===== src/shr_map.svh =====
`ifndef SHR_MAP_SVH
`define SHR_MAP_SVH

// Register indices; the byte address on the bus is four times the index.
`define SHR_IDX_TXDATA   6'h00
`define SHR_IDX_STATUS   6'h01
`define SHR_IDX_RXDATA   6'h02
`define SHR_IDX_CFG      6'h3b

// Rate configuration layout and reset value.
`define SHR_CFG_RESET    8'h7a
`define SHR_EXP_MSB      7
`define SHR_EXP_LSB      5
`define SHR_MANT_MSB     4
`define SHR_MANT_LSB     0
`define SHR_EXP0_ADD     13'h0001
`define SHR_EXPN_ADD     13'h0021
`define SHR_EXP_ONE      3'h1

// Status register bit positions.
`define SHR_ST_TX_BUSY   0
`define SHR_ST_RX_VALID  1
`define SHR_ST_FRAME_ERR 2
`define SHR_ST_OVERRUN   3

// Character framing: index of the last data bit.
`define SHR_LAST_BIT     3'h7

// Reference rate and system clock rate, both in kHz.
`define SHR_REF_KHZ      17'h069f0
`define SHR_CLK_KHZ      17'h09c40

`endif


===== src/shr_pkg.sv =====
package shr_pkg;

    typedef enum logic [1:0]
    {
        SHR_IDLE  = 2'b00,
        SHR_START = 2'b01,
        SHR_DATA  = 2'b10,
        SHR_STOP  = 2'b11
    } shr_state_t;

endpackage


===== src/shr_bit_timer.sv =====
`timescale 1ns/1ps

// ==========================================================
// Bit period timer counting reference ticks.
module shr_bit_timer
#(
    parameter int DIV_W = 13
)
(
    // Clock and reset
    input  wire logic             sys_clk,
    input  wire logic             resetn,
    // Timing control
    input  wire logic             ref_tick,
    input  wire logic             restart,
    input  wire logic             half_first,
    input  wire logic [DIV_W-1:0] divisor,
    // Bit boundary pulse
    output logic                  bit_tick
);

    logic [DIV_W-1:0] cnt_q;
    logic [DIV_W-1:0] cnt_d;

    // The compare is >= so that a divisor lowered mid-bit still ends the bit.
    always_comb
    begin
        cnt_d    = cnt_q;
        bit_tick = 1'b0;
        if (restart)
        begin
            cnt_d = half_first ? (divisor >> 1) : '0;
        end
        else if (ref_tick)
        begin
            if (cnt_q >= divisor - 1'b1)
            begin
                cnt_d    = '0;
                bit_tick = 1'b1;
            end
            else
            begin
                cnt_d = cnt_q + 1'b1;
            end
        end
    end

    always_ff @(posedge sys_clk or negedge resetn)
    begin
        if (!resetn)
            cnt_q <= '0;
        else
            cnt_q <= cnt_d;
    end

endmodule


===== src/shr_top.sv =====
`timescale 1ns/1ps
`include "shr_map.svh"

module shr_top
(
    // Clock and reset
    input  wire logic        sys_clk,
    input  wire logic        resetn,
    // APB slave
    input  wire logic        psel,
    input  wire logic        penable,
    input  wire logic        pwrite,
    input  wire logic [7:0]  paddr,
    input  wire logic [31:0] pwdata,
    output logic [31:0]      prdata,
    output logic             pready,
    output logic             pslverr,
    // Serial link
    input  wire logic        ser_rx,
    output logic             ser_tx
);

    // ==========================================================
    // Decoding helpers.
    function automatic logic addr_hit(input logic [7:0] addr, input logic [5:0] idx);
        addr_hit = (addr[1:0] == 2'h0) && (addr[7:2] == idx);
    endfunction

    function automatic logic [12:0] rate_divisor(input logic [7:0] cfg);
        logic [2:0]  exp_f;
        logic [12:0] base;
        exp_f = cfg[`SHR_EXP_MSB:`SHR_EXP_LSB];
        base  = {8'h00, cfg[`SHR_MANT_MSB:`SHR_MANT_LSB]};
        if (exp_f == 3'h0)
            rate_divisor = base + `SHR_EXP0_ADD;
        else
            rate_divisor = 13'((base + `SHR_EXPN_ADD) << (exp_f - `SHR_EXP_ONE));
    endfunction

    // ==========================================================
    // Reference tick: 27.12 MHz average rate from the 40 MHz clock.
    logic [16:0] nco_q;
    logic [16:0] nco_d;
    logic        ref_tick;

    always_comb
    begin
        ref_tick = (nco_q + `SHR_REF_KHZ) >= `SHR_CLK_KHZ;
        nco_d    = ref_tick ? (nco_q + `SHR_REF_KHZ - `SHR_CLK_KHZ) : (nco_q + `SHR_REF_KHZ);
    end

    always_ff @(posedge sys_clk or negedge resetn)
    begin
        if (!resetn)
            nco_q <= '0;
        else
            nco_q <= nco_d;
    end

    // ==========================================================
    // Register access.
    logic        wr_acc;
    logic        rd_acc;
    logic        setup;
    logic        hit;
    logic [7:0]  cfg_q;
    logic [7:0]  cfg_d;
    logic [31:0] prdata_q;
    logic [31:0] prdata_d;
    logic [12:0] divisor;
    logic        tx_start;
    logic        rd_rxdata;
    logic        clr_frame;
    logic        clr_overrun;
    logic [7:0]  rx_data_q;
    logic        rx_valid_q;
    logic        frame_err_q;
    logic        overrun_q;
    shr_pkg::shr_state_t tx_state_q;

    assign hit     = addr_hit(paddr, `SHR_IDX_TXDATA) || addr_hit(paddr, `SHR_IDX_STATUS)
                  || addr_hit(paddr, `SHR_IDX_RXDATA) || addr_hit(paddr, `SHR_IDX_CFG);
    assign setup   = psel && !penable;
    assign wr_acc  = psel && penable && pwrite;
    assign rd_acc  = psel && penable && !pwrite;
    assign pready  = 1'b1;
    assign pslverr = psel && penable && !hit;
    assign prdata  = prdata_q;
    assign divisor = rate_divisor(cfg_q);

    assign tx_start    = wr_acc && addr_hit(paddr, `SHR_IDX_TXDATA) && (tx_state_q == shr_pkg::SHR_IDLE);
    assign rd_rxdata   = rd_acc && addr_hit(paddr, `SHR_IDX_RXDATA);
    assign clr_frame   = wr_acc && addr_hit(paddr, `SHR_IDX_STATUS) && pwdata[`SHR_ST_FRAME_ERR];
    assign clr_overrun = wr_acc && addr_hit(paddr, `SHR_IDX_STATUS) && pwdata[`SHR_ST_OVERRUN];

    always_comb
    begin
        cfg_d    = cfg_q;
        prdata_d = prdata_q;
        if (wr_acc && addr_hit(paddr, `SHR_IDX_CFG))
            cfg_d = pwdata[7:0];
        // Read data is captured in the setup cycle so the access phase can complete at once.
        if (setup)
        begin
            prdata_d = 32'h0000_0000;
            if (addr_hit(paddr, `SHR_IDX_CFG))
                prdata_d[7:0] = cfg_q;
            else if (addr_hit(paddr, `SHR_IDX_RXDATA))
                prdata_d[7:0] = rx_data_q;
            else if (addr_hit(paddr, `SHR_IDX_STATUS))
            begin
                prdata_d[`SHR_ST_TX_BUSY]   = tx_state_q != shr_pkg::SHR_IDLE;
                prdata_d[`SHR_ST_RX_VALID]  = rx_valid_q;
                prdata_d[`SHR_ST_FRAME_ERR] = frame_err_q;
                prdata_d[`SHR_ST_OVERRUN]   = overrun_q;
            end
        end
    end

    always_ff @(posedge sys_clk or negedge resetn)
    begin
        if (!resetn)
        begin
            cfg_q    <= `SHR_CFG_RESET;
            prdata_q <= 32'h0000_0000;
        end
        else
        begin
            cfg_q    <= cfg_d;
            prdata_q <= prdata_d;
        end
    end

    // ==========================================================
    // Transmitter.
    shr_pkg::shr_state_t tx_state_d;
    logic [7:0] tx_shift_q;
    logic [7:0] tx_shift_d;
    logic [2:0] tx_bit_q;
    logic [2:0] tx_bit_d;
    logic       ser_tx_q;
    logic       ser_tx_d;
    logic       tx_tick;

    shr_bit_timer #(.DIV_W(13)) u_tx_timer
    (
        .sys_clk    (sys_clk),
        .resetn     (resetn),
        .ref_tick   (ref_tick),
        .restart    (tx_state_q == shr_pkg::SHR_IDLE),
        .half_first (1'b0),
        .divisor    (divisor),
        .bit_tick   (tx_tick)
    );

    always_comb
    begin
        tx_state_d = tx_state_q;
        tx_shift_d = tx_shift_q;
        tx_bit_d   = tx_bit_q;
        ser_tx_d   = ser_tx_q;
        case (tx_state_q)
            shr_pkg::SHR_IDLE:
            begin
                ser_tx_d = 1'b1;
                if (tx_start)
                begin
                    tx_shift_d = pwdata[7:0];
                    ser_tx_d   = 1'b0;
                    tx_state_d = shr_pkg::SHR_START;
                end
            end
            shr_pkg::SHR_START:
            begin
                if (tx_tick)
                begin
                    ser_tx_d   = tx_shift_q[0];
                    tx_shift_d = tx_shift_q >> 1;
                    tx_bit_d   = 3'h0;
                    tx_state_d = shr_pkg::SHR_DATA;
                end
            end
            shr_pkg::SHR_DATA:
            begin
                if (tx_tick)
                begin
                    if (tx_bit_q == `SHR_LAST_BIT)
                    begin
                        ser_tx_d   = 1'b1;
                        tx_state_d = shr_pkg::SHR_STOP;
                    end
                    else
                    begin
                        ser_tx_d   = tx_shift_q[0];
                        tx_shift_d = tx_shift_q >> 1;
                        tx_bit_d   = tx_bit_q + 3'h1;
                    end
                end
            end
            shr_pkg::SHR_STOP:
            begin
                if (tx_tick)
                    tx_state_d = shr_pkg::SHR_IDLE;
            end
            default:
            begin
                tx_state_d = shr_pkg::SHR_IDLE;
            end
        endcase
    end

    always_ff @(posedge sys_clk or negedge resetn)
    begin
        if (!resetn)
        begin
            tx_state_q <= shr_pkg::SHR_IDLE;
            tx_shift_q <= 8'h00;
            tx_bit_q   <= 3'h0;
            ser_tx_q   <= 1'b1;
        end
        else
        begin
            tx_state_q <= tx_state_d;
            tx_shift_q <= tx_shift_d;
            tx_bit_q   <= tx_bit_d;
            ser_tx_q   <= ser_tx_d;
        end
    end

    assign ser_tx = ser_tx_q;

    // ==========================================================
    // Receiver.
    shr_pkg::shr_state_t rx_state_q;
    shr_pkg::shr_state_t rx_state_d;
    logic       rx_meta_q;
    logic       rx_sync_q;
    logic       rx_last_q;
    logic [7:0] rx_shift_q;
    logic [7:0] rx_shift_d;
    logic [2:0] rx_bit_q;
    logic [2:0] rx_bit_d;
    logic [7:0] rx_data_d;
    logic       rx_valid_d;
    logic       frame_err_d;
    logic       overrun_d;
    logic       rx_tick;

    shr_bit_timer #(.DIV_W(13)) u_rx_timer
    (
        .sys_clk    (sys_clk),
        .resetn     (resetn),
        .ref_tick   (ref_tick),
        .restart    (rx_state_q == shr_pkg::SHR_IDLE),
        .half_first (1'b1),
        .divisor    (divisor),
        .bit_tick   (rx_tick)
    );

    // Clears are applied first so that an event in the same cycle wins.
    always_comb
    begin
        rx_state_d  = rx_state_q;
        rx_shift_d  = rx_shift_q;
        rx_bit_d    = rx_bit_q;
        rx_data_d   = rx_data_q;
        rx_valid_d  = rx_valid_q && !rd_rxdata;
        frame_err_d = frame_err_q && !clr_frame;
        overrun_d   = overrun_q && !clr_overrun;
        case (rx_state_q)
            shr_pkg::SHR_IDLE:
            begin
                // A falling edge is needed, so a line held low after a bad stop bit does not restart reception.
                if (rx_last_q && !rx_sync_q)
                    rx_state_d = shr_pkg::SHR_START;
            end
            shr_pkg::SHR_START:
            begin
                if (rx_tick)
                begin
                    rx_bit_d   = 3'h0;
                    rx_state_d = rx_sync_q ? shr_pkg::SHR_IDLE : shr_pkg::SHR_DATA;
                end
            end
            shr_pkg::SHR_DATA:
            begin
                if (rx_tick)
                begin
                    rx_shift_d = {rx_sync_q, rx_shift_q[7:1]};
                    rx_bit_d   = rx_bit_q + 3'h1;
                    if (rx_bit_q == `SHR_LAST_BIT)
                        rx_state_d = shr_pkg::SHR_STOP;
                end
            end
            shr_pkg::SHR_STOP:
            begin
                if (rx_tick)
                begin
                    rx_state_d = shr_pkg::SHR_IDLE;
                    if (rx_sync_q)
                    begin
                        rx_data_d  = rx_shift_q;
                        rx_valid_d = 1'b1;
                        if (rx_valid_q && !rd_rxdata)
                            overrun_d = 1'b1;
                    end
                    else
                    begin
                        frame_err_d = 1'b1;
                    end
                end
            end
            default:
            begin
                rx_state_d = shr_pkg::SHR_IDLE;
            end
        endcase
    end

    always_ff @(posedge sys_clk or negedge resetn)
    begin
        if (!resetn)
        begin
            rx_meta_q   <= 1'b1;
            rx_sync_q   <= 1'b1;
            rx_last_q   <= 1'b1;
            rx_state_q  <= shr_pkg::SHR_IDLE;
            rx_shift_q  <= 8'h00;
            rx_bit_q    <= 3'h0;
            rx_data_q   <= 8'h00;
            rx_valid_q  <= 1'b0;
            frame_err_q <= 1'b0;
            overrun_q   <= 1'b0;
        end
        else
        begin
            rx_meta_q   <= ser_rx;
            rx_sync_q   <= rx_meta_q;
            rx_last_q   <= rx_sync_q;
            rx_state_q  <= rx_state_d;
            rx_shift_q  <= rx_shift_d;
            rx_bit_q    <= rx_bit_d;
            rx_data_q   <= rx_data_d;
            rx_valid_q  <= rx_valid_d;
            frame_err_q <= frame_err_d;
            overrun_q   <= overrun_d;
        end
    end
endmodule


===== config.mk =====
export PLATFORM = sky130hd
export DESIGN_NAME = shr_top
export DESIGN_NICKNAME = d
export VERILOG_FILES = /design/src/shr_pkg.sv /design/src/shr_bit_timer.sv /design/src/shr_top.sv
export VERILOG_INCLUDE_DIRS = /design/src
export SDC_FILE = /design/constraint.sdc
export NUM_CORES = 1
export LEC_CHECK = 0
export BUFFER_PORTS_ARGS = -buffer_cell sky130_fd_sc_hd__buf_2
export CAP_MARGIN = 20
export CORE_ASPECT_RATIO = 1.1
export CORE_MARGIN = 1
export CORE_UTILIZATION = 40
export DETAILED_ROUTE_END_ITERATION = 8
export PLACE_DENSITY = 0.54
export SLEW_MARGIN = 20
export SYNTH_ARGS = -nofsm -noshare
export SYNTH_HDL_FRONTEND = slang
export SYNTH_HIERARCHICAL = 1
export SYNTH_SLANG_ARGS = --single-unit

===== constraint.sdc =====
create_clock -name sys_clk -period 10.94 [get_ports sys_clk]
set_input_delay 1.094 -clock sys_clk [delete_from_list [all_inputs] [get_ports sys_clk]]
set_output_delay 1.094 -clock sys_clk [all_outputs]
set_load 0.05 [all_outputs]

==> impl_metrics.py, run 1 <==
metrics = {
    "run_status": {
        "status": "finished clean",
    },
    "clock_network": {
        "clkLatencyLatePin_ns": 0.35,
        "cts_root_buf": "clkbuf_16",
        "cts_hold_buf": 0,
        "post_cts_buffers": 0,
        "cts-resized-gates": 0,
        "cts.clk_slew.worst_paths_ns": 0.08,
        "cts_buffers": 9,
        "h-tree-depth": 3,
        "clkSinkCount": 96,
        "cts_tree": "done",
        "clock_path_buffers": 2,
    },
    "power_and_ir_drop": {
        "p_comb_frac": 0.361,
        "switchingPower_uw": 462,
        "switching_share": 0.372,
        "power_density_nw_per_um2": 161,
        "finalPower_uw": 1240,
        "cellLeakagePower_uw": 0.00342,
        "p_clk_frac": 0.257,
        "p_int_uw": 780,
        "ir_worst_vdd_mv": 0.0885,
        "seqPwrFrac": 0.382,
    },
    "global_routing": {
        "grt_pass1_wl_mm": 27.4,
        "antenna_found_initial": 0,
        "groute.usage.overall": 0.187,
        "grt_pass1_vias": 5681,
        "grt_start_max_net_pins": 62,
        "grt_overflow": 0,
    },
    "detailed_routing": {
        "highest_layer": "met4",
        "drt_iter0_drc": 332,
        "routed_wl_mm": 16.5,
        "wl_per_cell_um": 15.6,
        "drcViolationCount": 0,
        "vias": 5871,
        "routed-wl-met2_mm": 8.03,
        "viasPerCell": 5.55,
        "wl_met1_mm": 7.82,
        "first_pass_iters": 5,
        "met3_length_um": 401,
        "drtAntennaViolNets": 0,
    },
    "setup_path": {
        "required_ns": 11.17,
        "path_class": "flop to flop",
        "worst_path_max_delay_cell": "nor3b_1",
        "rr_endpoint": "rx_data_q[5]",
        "cp-endpoint": "rx_data_q[5]",
        "cpMostUsedCell": "o21ai_0",
        "max_stage_delay_ns": 0.74,
        "r2r-start": "cfg_q[5]",
        "worstRegToRegCells": 23,
        "cp_max_fo": 16,
        "cp-end-kind": "flop",
        "cp-startpoint": "cfg_q[5]",
        "worstPathArrival_ns": 7.34,
        "r2r_slack_ns": 3.84,
        "startpoint_type": "flop",
        "path_cells": "inv_1 -> ha_1 -> mux2_2 -> o22ai_1 -> a21oi_1 -> mux2i_1 -> o21ai_0 -> o21ai_0 -> o21ai_0 -> buf_4 -> or3_4 -> or3_4 -> nor3_2 -> xnor2_1 -> ha_1 -> nand4_1 -> nor4_1 -> nor3_1 -> nor3b_1 -> buf_4 -> nor3b_1 -> nand4_1 -> mux2_2",
    },
    "cells_and_area": {
        "layout_common_cells": "87 x dfrtp_1, 71 x nand2_1, 67 x o21ai_0, 55 x nor2_1, 47 x mux2_2",
        "antenna_cells": 0,
        "fin_cells": 1057,
        "design_area_um2": 7730,
        "area_delta_synth_final_pct": 7.65,
        "drive_gt1_frac": 0.164,
        "fillers": 1762,
        "nNetsFinal": 906,
        "layout_commonest_cell": "dfrtp_1",
    },
    "placement": {
        "io_buffers": 31,
        "detailed_place_hpwl_mm": 12.1,
        "dpl_cell_area_um2": 7420,
        "dp.cells": 1041,
        "gp_congestion": 0.838,
    },
    "synthesis": {
        "synth_area_per_cell_um2": 8.93,
        "yosysUniqueCellTypes": 75,
        "synth_mux_area_frac": 0.0877,
        "synth-compound-area-share": 0.170,
        "synth_ff_type": "dfrtp_1",
        "yosysSeqAreaShare": 0.336,
        "yosys.area_share.adder": 0.0802,
        "synthXorXnorAreaFrac": 0.0476,
        "synth-seq-cells": 96,
        "async_reset_ff_frac": 1.00,
        "yosys_warnings": 6,
        "synth_top_family_by_area": "simple AND/OR/NAND/NOR gates",
        "synth_top_area_frac": 0.303,
        "syn-cell-area_um2": 7180,
        "synth_area_leader_cell": "dfrtp_1",
        "synth-edff-count": 0,
        "ys_top_cells_by_area": "dfrtp_1 30%, ha_1 8.0%, mux2_2 7.4%",
        "yosys.area_share.simple": 0.214,
        "syn_inst": 804,
    },
    "timing": {
        "fin_worst_skew_ns": 0.0117,
        "fin_crit_ns": 7.10,
        "timing.fmax_mhz": 141,
        "rsz0062_at_grt": "false",
        "max_slew_margin": 0.393,
        "slew_viol_final": 0,
        "setup-tns-final_ns": 0,
        "tightest_slew_ns": 0.909,
        "fin_crit_sh": 0.649,
        "finalSetupViolCount": 0,
        "holdWs_ns": 0.356,
        "hold_viol": 0,
    },
    "floorplanning": {
        "ios": 81,
        "dieArea_um2": 18500,
        "start_util": 0.408,
        "die_x_um": 130,
        "row_count": 51,
        "fp.dieH_um": 143,
        "core_um2": 17600,
    },
    "worst_hold_path": {
        "hp-class": "flop to flop",
        "min-delay-start": "rx_meta_q",
    },
    "run": {
        "max_cap_violations": 0,
    },
}
sequential cells by signal, indices dropped and copies added (netlist names), 8 cells and up, named ones only:
signal / count
u_rx_timer/cnt_q: 13
tx_shift_q: 8
nco_q: 13
u_tx_timer/cnt_q: 13
rx_data_q: 8
prdata: 8
cfg_q: 8
rx_shift_q: 8
power by group through the flow:
stage / clock, uW / combinational (uW) / sequential [uW]
after global routing: 342 / 499 / 486
after detailed placement: 0 / 447 / 482
after CTS: 329 / 448 / 475
final: 319 / 449 / 474
after floorplan: 0 / 373 / 466
after global placement: 0 / 434 / 478
stage by stage:
| step | worst slack [ns] | util |
|---|---|---|
| 2_1_floorplan | 5.28 | - |
| 3_3_place_gp | 4.00 | 0.421 |
| 3_5_place_dp | 3.91 | 0.421 |
| 4_1_cts | 3.86 | 0.438 |
| 5_1_grt | 3.13 | 0.439 |
| 6_report | 3.84 | 0.439 |
cells in the mapped netlist, drive strengths merged, types with 5 or more instances:
library cell / n
a22o: 7
ha: 46
o22ai: 6
a22oi: 14
nand3b: 7
or4: 5
or3: 15
nand2b: 14
o21ai: 70
xnor2: 29
a31oi: 7
nor2: 57
a21o: 6
and2: 7
nor2b: 13
mux2: 47
nand4: 8
dfrtp: 87
mux2i: 10
nand3: 28
dfstp: 9
clkbuf: 32
nand2: 71
inv: 25
nor3b: 11
o211ai: 6
nor3: 17
buf: 32
a221o: 6
xor2: 10
and3: 14
a21oi: 33
per-layer routing:
layer / vias to the layer above / track usage
met5: - / 0
met4: 0 / 0.0673
met3: 18 / 0.0222
met2: 98 / 0.314
met1: 2877 / 0.245
li1: 2878 / -
how the worst min path moves through the flow:
stage / endpoint / cells past startpoint
2_1_floorplan: rx_sync_q / 0
3_3_place_gp: rx_sync_q / 0
3_5_place_dp: rx_sync_q / 0
4_1_cts: rx_sync_q / 0
5_1_grt: rx_sync_q / 0
6_report: rx_sync_q / 0
critical path, delay by kind of cell, from the launching register on:
kind | cells | cell delay, ns
AO/OA/AOI/OAI | 5 | 0.58
XOR/XNOR | 1 | 0.10
adder cells (fa/ha/maj) | 2 | 0.90
buffers and inverters | 3 | 0.55
flip-flops | 1 | 0.69
multiplexers | 3 | 1.10
AND/OR/NAND/NOR | 9 | 3.02
logic make-up after synthesis:
logic type	count (synthesis)
AND/OR/NAND/NOR	286
AO/OA/AOI/OAI	188
flip-flops	96
other	2
multiplexers	57
XOR/XNOR	39
adder cells (fa/ha/maj)	46
buffers and inverters	90
area by class of cell:
class / count / area, um^2 / share of cell area
Multi-Input combinational cell: 644 / 4420 / 0.571
Inverter: 26 / 97.6 / 0.0126
Tap cell: 238 / 298 / 0.0385
Clock buffer: 10 / 239 / 0.0309
Sequential cell: 96 / 2410 / 0.312
Clock inverter: 6 / 61.3 / 0.00793
Timing Repair Buffer: 37 / 203 / 0.0262
(Power assumes the default switching activity.)
==> inputs of run 2 (changes only) <==
- clock period: 10.94 -> 7.3 ns (I/O delays scaled with it)
==> impl_metrics.py, run 2 (synthesis results as in run 1) <==
metrics = {
    "run_status": {
        "status": "finished clean",
    },
    "clock_network": {
        "cts_tree": "done",
        "cts_hold_buf": 0,
        "clkSinkCount": 96,
        "clkLatencyLatePin_ns": 0.36,
        "cts.clk_slew.worst_paths_ns": 0.09,
        "cts_root_buf": "clkbuf_16",
        "h-tree-depth": 3,
        "cts_buffers": 9,
        "clock_path_buffers": 2,
    },
    "floorplanning": {
        "fp.dieH_um": 143,
        "core_um2": 17600,
        "die_x_um": 130,
        "dieArea_um2": 18500,
        "row_count": 51,
        "start_util": 0.408,
        "ios": 81,
    },
    "run": {
        "max_cap_violations": 0,
    },
    "placement": {
        "io_buffers": 31,
        "detailed_place_hpwl_mm": 11.9,
        "dp.cells": 1044,
        "gp_congestion": 0.818,
    },
    "setup_path": {
        "path_buf_inv": 1,
        "worstPathArrival_ns": 6.99,
        "cpMostUsedCell": "o21ai_0",
        "path_delay_family": "simple AND/OR/NAND/NOR gates",
        "path_cells": "inv_1 -> ha_1 -> mux2_2 -> o22ai_1 -> a21oi_1 -> mux2i_1 -> o21ai_0 -> o21ai_0 -> o21ai_0 -> or3_1 -> or3_4 -> nor3_1 -> xnor2_1 -> ha_1 -> a21oi_2 -> o21bai_1 -> or3_2 -> o22ai_1 -> nor3b_2 -> nand2b_1 -> o21ai_0 -> nand3b_1 -> mux2_2",
        "r2r-start": "cfg_q[5]",
        "cp_max_fo": 16,
        "r2r_slack_ns": 0.55,
        "required_ns": 7.55,
        "worstRegToRegCells": 23,
        "cp-end-kind": "flop",
        "max_stage_delay_ns": 0.69,
        "worst_path_max_delay_cell": "dfstp_2",
        "startpoint_type": "flop",
        "rr_endpoint": "tx_shift_q[4]",
        "path_class": "flop to flop",
    },
    "timing": {
        "max_slew_margin": 0.385,
        "fin_worst_skew_ns": 0.0171,
        "finalSetupViolCount": 0,
        "slew_viol_final": 0,
        "timing.fmax_mhz": 148,
        "setup-tns-final_ns": 0,
        "tightest_slew_ns": 0.913,
        "rsz0062_at_grt": "false",
        "hold_viol": 0,
        "fin_crit_ns": 6.75,
        "fin_crit_sh": 0.924,
    },
    "global_routing": {
        "grt_overflow": 0,
        "grt_pass1_vias": 5789,
        "grt_pass1_wl_mm": 27.9,
        "antenna_found_initial": 0,
        "groute.usage.overall": 0.189,
        "grt_start_max_net_pins": 63,
    },
    "detailed_routing": {
        "wl_per_cell_um": 15.8,
        "first_pass_iters": 7,
        "vias": 5900,
        "routed_wl_mm": 16.8,
        "viasPerCell": 5.56,
        "drtAntennaViolNets": 0,
        "drt_iter0_drc": 376,
        "drcViolationCount": 0,
    },
    "power_and_ir_drop": {
        "cellLeakagePower_uw": 0.00344,
        "p_clk_frac": 0.262,
        "power_density_nw_per_um2": 242,
        "p_int_uw": 1170,
        "p_comb_frac": 0.359,
        "ir_worst_vdd_mv": 0.167,
        "switching_share": 0.379,
        "switchingPower_uw": 712,
        "seqPwrFrac": 0.378,
    },
    "cells_and_area": {
        "drive_gt1_frac": 0.169,
        "area_delta_synth_final_pct": 8.09,
        "fillers": 1744,
        "layout_commonest_cell": "dfrtp_1",
        "layout_common_cells": "87 x dfrtp_1, 71 x nand2_1, 67 x o21ai_0, 55 x nor2_1, 47 x mux2_2",
        "reg.largest.list": "nco_q (13), u_rx_timer/cnt_q (13), u_tx_timer/cnt_q (13)",
        "antenna_cells": 0,
        "nNetsFinal": 910,
        "fin_cells": 1061,
    },
    "worst_hold_path": {
        "hp-class": "input pin to asynchronous set/reset pin",
    },
}
run 2: cell count changes in the layout (fill, tap and decap cells not counted), sizes merged:
cell	previous run	this run
buf	37	41
run 2: power groups by stage:
stage / clock network [uW] / registers (uW) / logic [uW]
2_1_floorplan: 0 / 698 / 559
3_3_place_gp: 0 / 716 / 645
3_5_place_dp: 0 / 722 / 669
4_1_cts: 509 / 711 / 672
5_1_grt: 524 / 726 / 746
6_report: 494 / 711 / 676
run 2: per-stage QoR:
stage	worst slack (ns)	total power [uW]	cell area [um^2]	hold WS, ns	util
2_1_floorplan	1.64	1260	7280	0.345	-
3_3_place_gp	0.647	1360	7440	0.346	0.423
3_5_place_dp	0.479	1390	7440	0.349	0.423
4_1_cts	0.468	1890	7740	0.346	0.440
5_1_grt	0.0416	2000	7760	0.365	0.441
6_report	0.552	1880	7760	0.328	0.441
run 2: repair_timing:
item,4_1_cts,5_1_grt
endpoints found under the setup margin,0,8
buffers inserted,0,0
endpoints found under the hold margin,0,0
gates resized for setup,0,1
run 2: cell type report:
type | instances | area [um^2] | area share
Clock buffer | 10 | 239 | 0.0308
Clock inverter | 6 | 61.3 | 0.00790
Inverter | 26 | 97.6 | 0.0126
Multi-Input combinational cell | 644 | 4420 | 0.570
Sequential cell | 96 | 2410 | 0.311
Tap cell | 238 | 298 | 0.0384
Timing Repair Buffer | 41 | 230 | 0.0297
run 2: worst max-delay path by stage:
stage | start | to | slack [ns] | depth (start not counted)
after floorplan | cfg_q[5] | rx_shift_q[0] | 1.64 | 25
after global routing | cfg_q[5] | tx_shift_q[4] | 0.04 | 23
final | cfg_q[5] | tx_shift_q[4] | 0.55 | 23
after global placement | cfg_q[5] | tx_shift_q[4] | 0.65 | 23
after CTS | cfg_q[5] | tx_shift_q[4] | 0.47 | 23
after detailed placement | cfg_q[5] | tx_shift_q[4] | 0.48 | 23
run 2: per-layer routing:
layer / vias up / track usage / routed length, um
met5: - / 0 / 0
met4: 0 / 0.0655 / 270
met3: 20 / 0.0241 / 475
met2: 109 / 0.314 / 8090
met1: 2894 / 0.252 / 7920
li1: 2877 / - / -
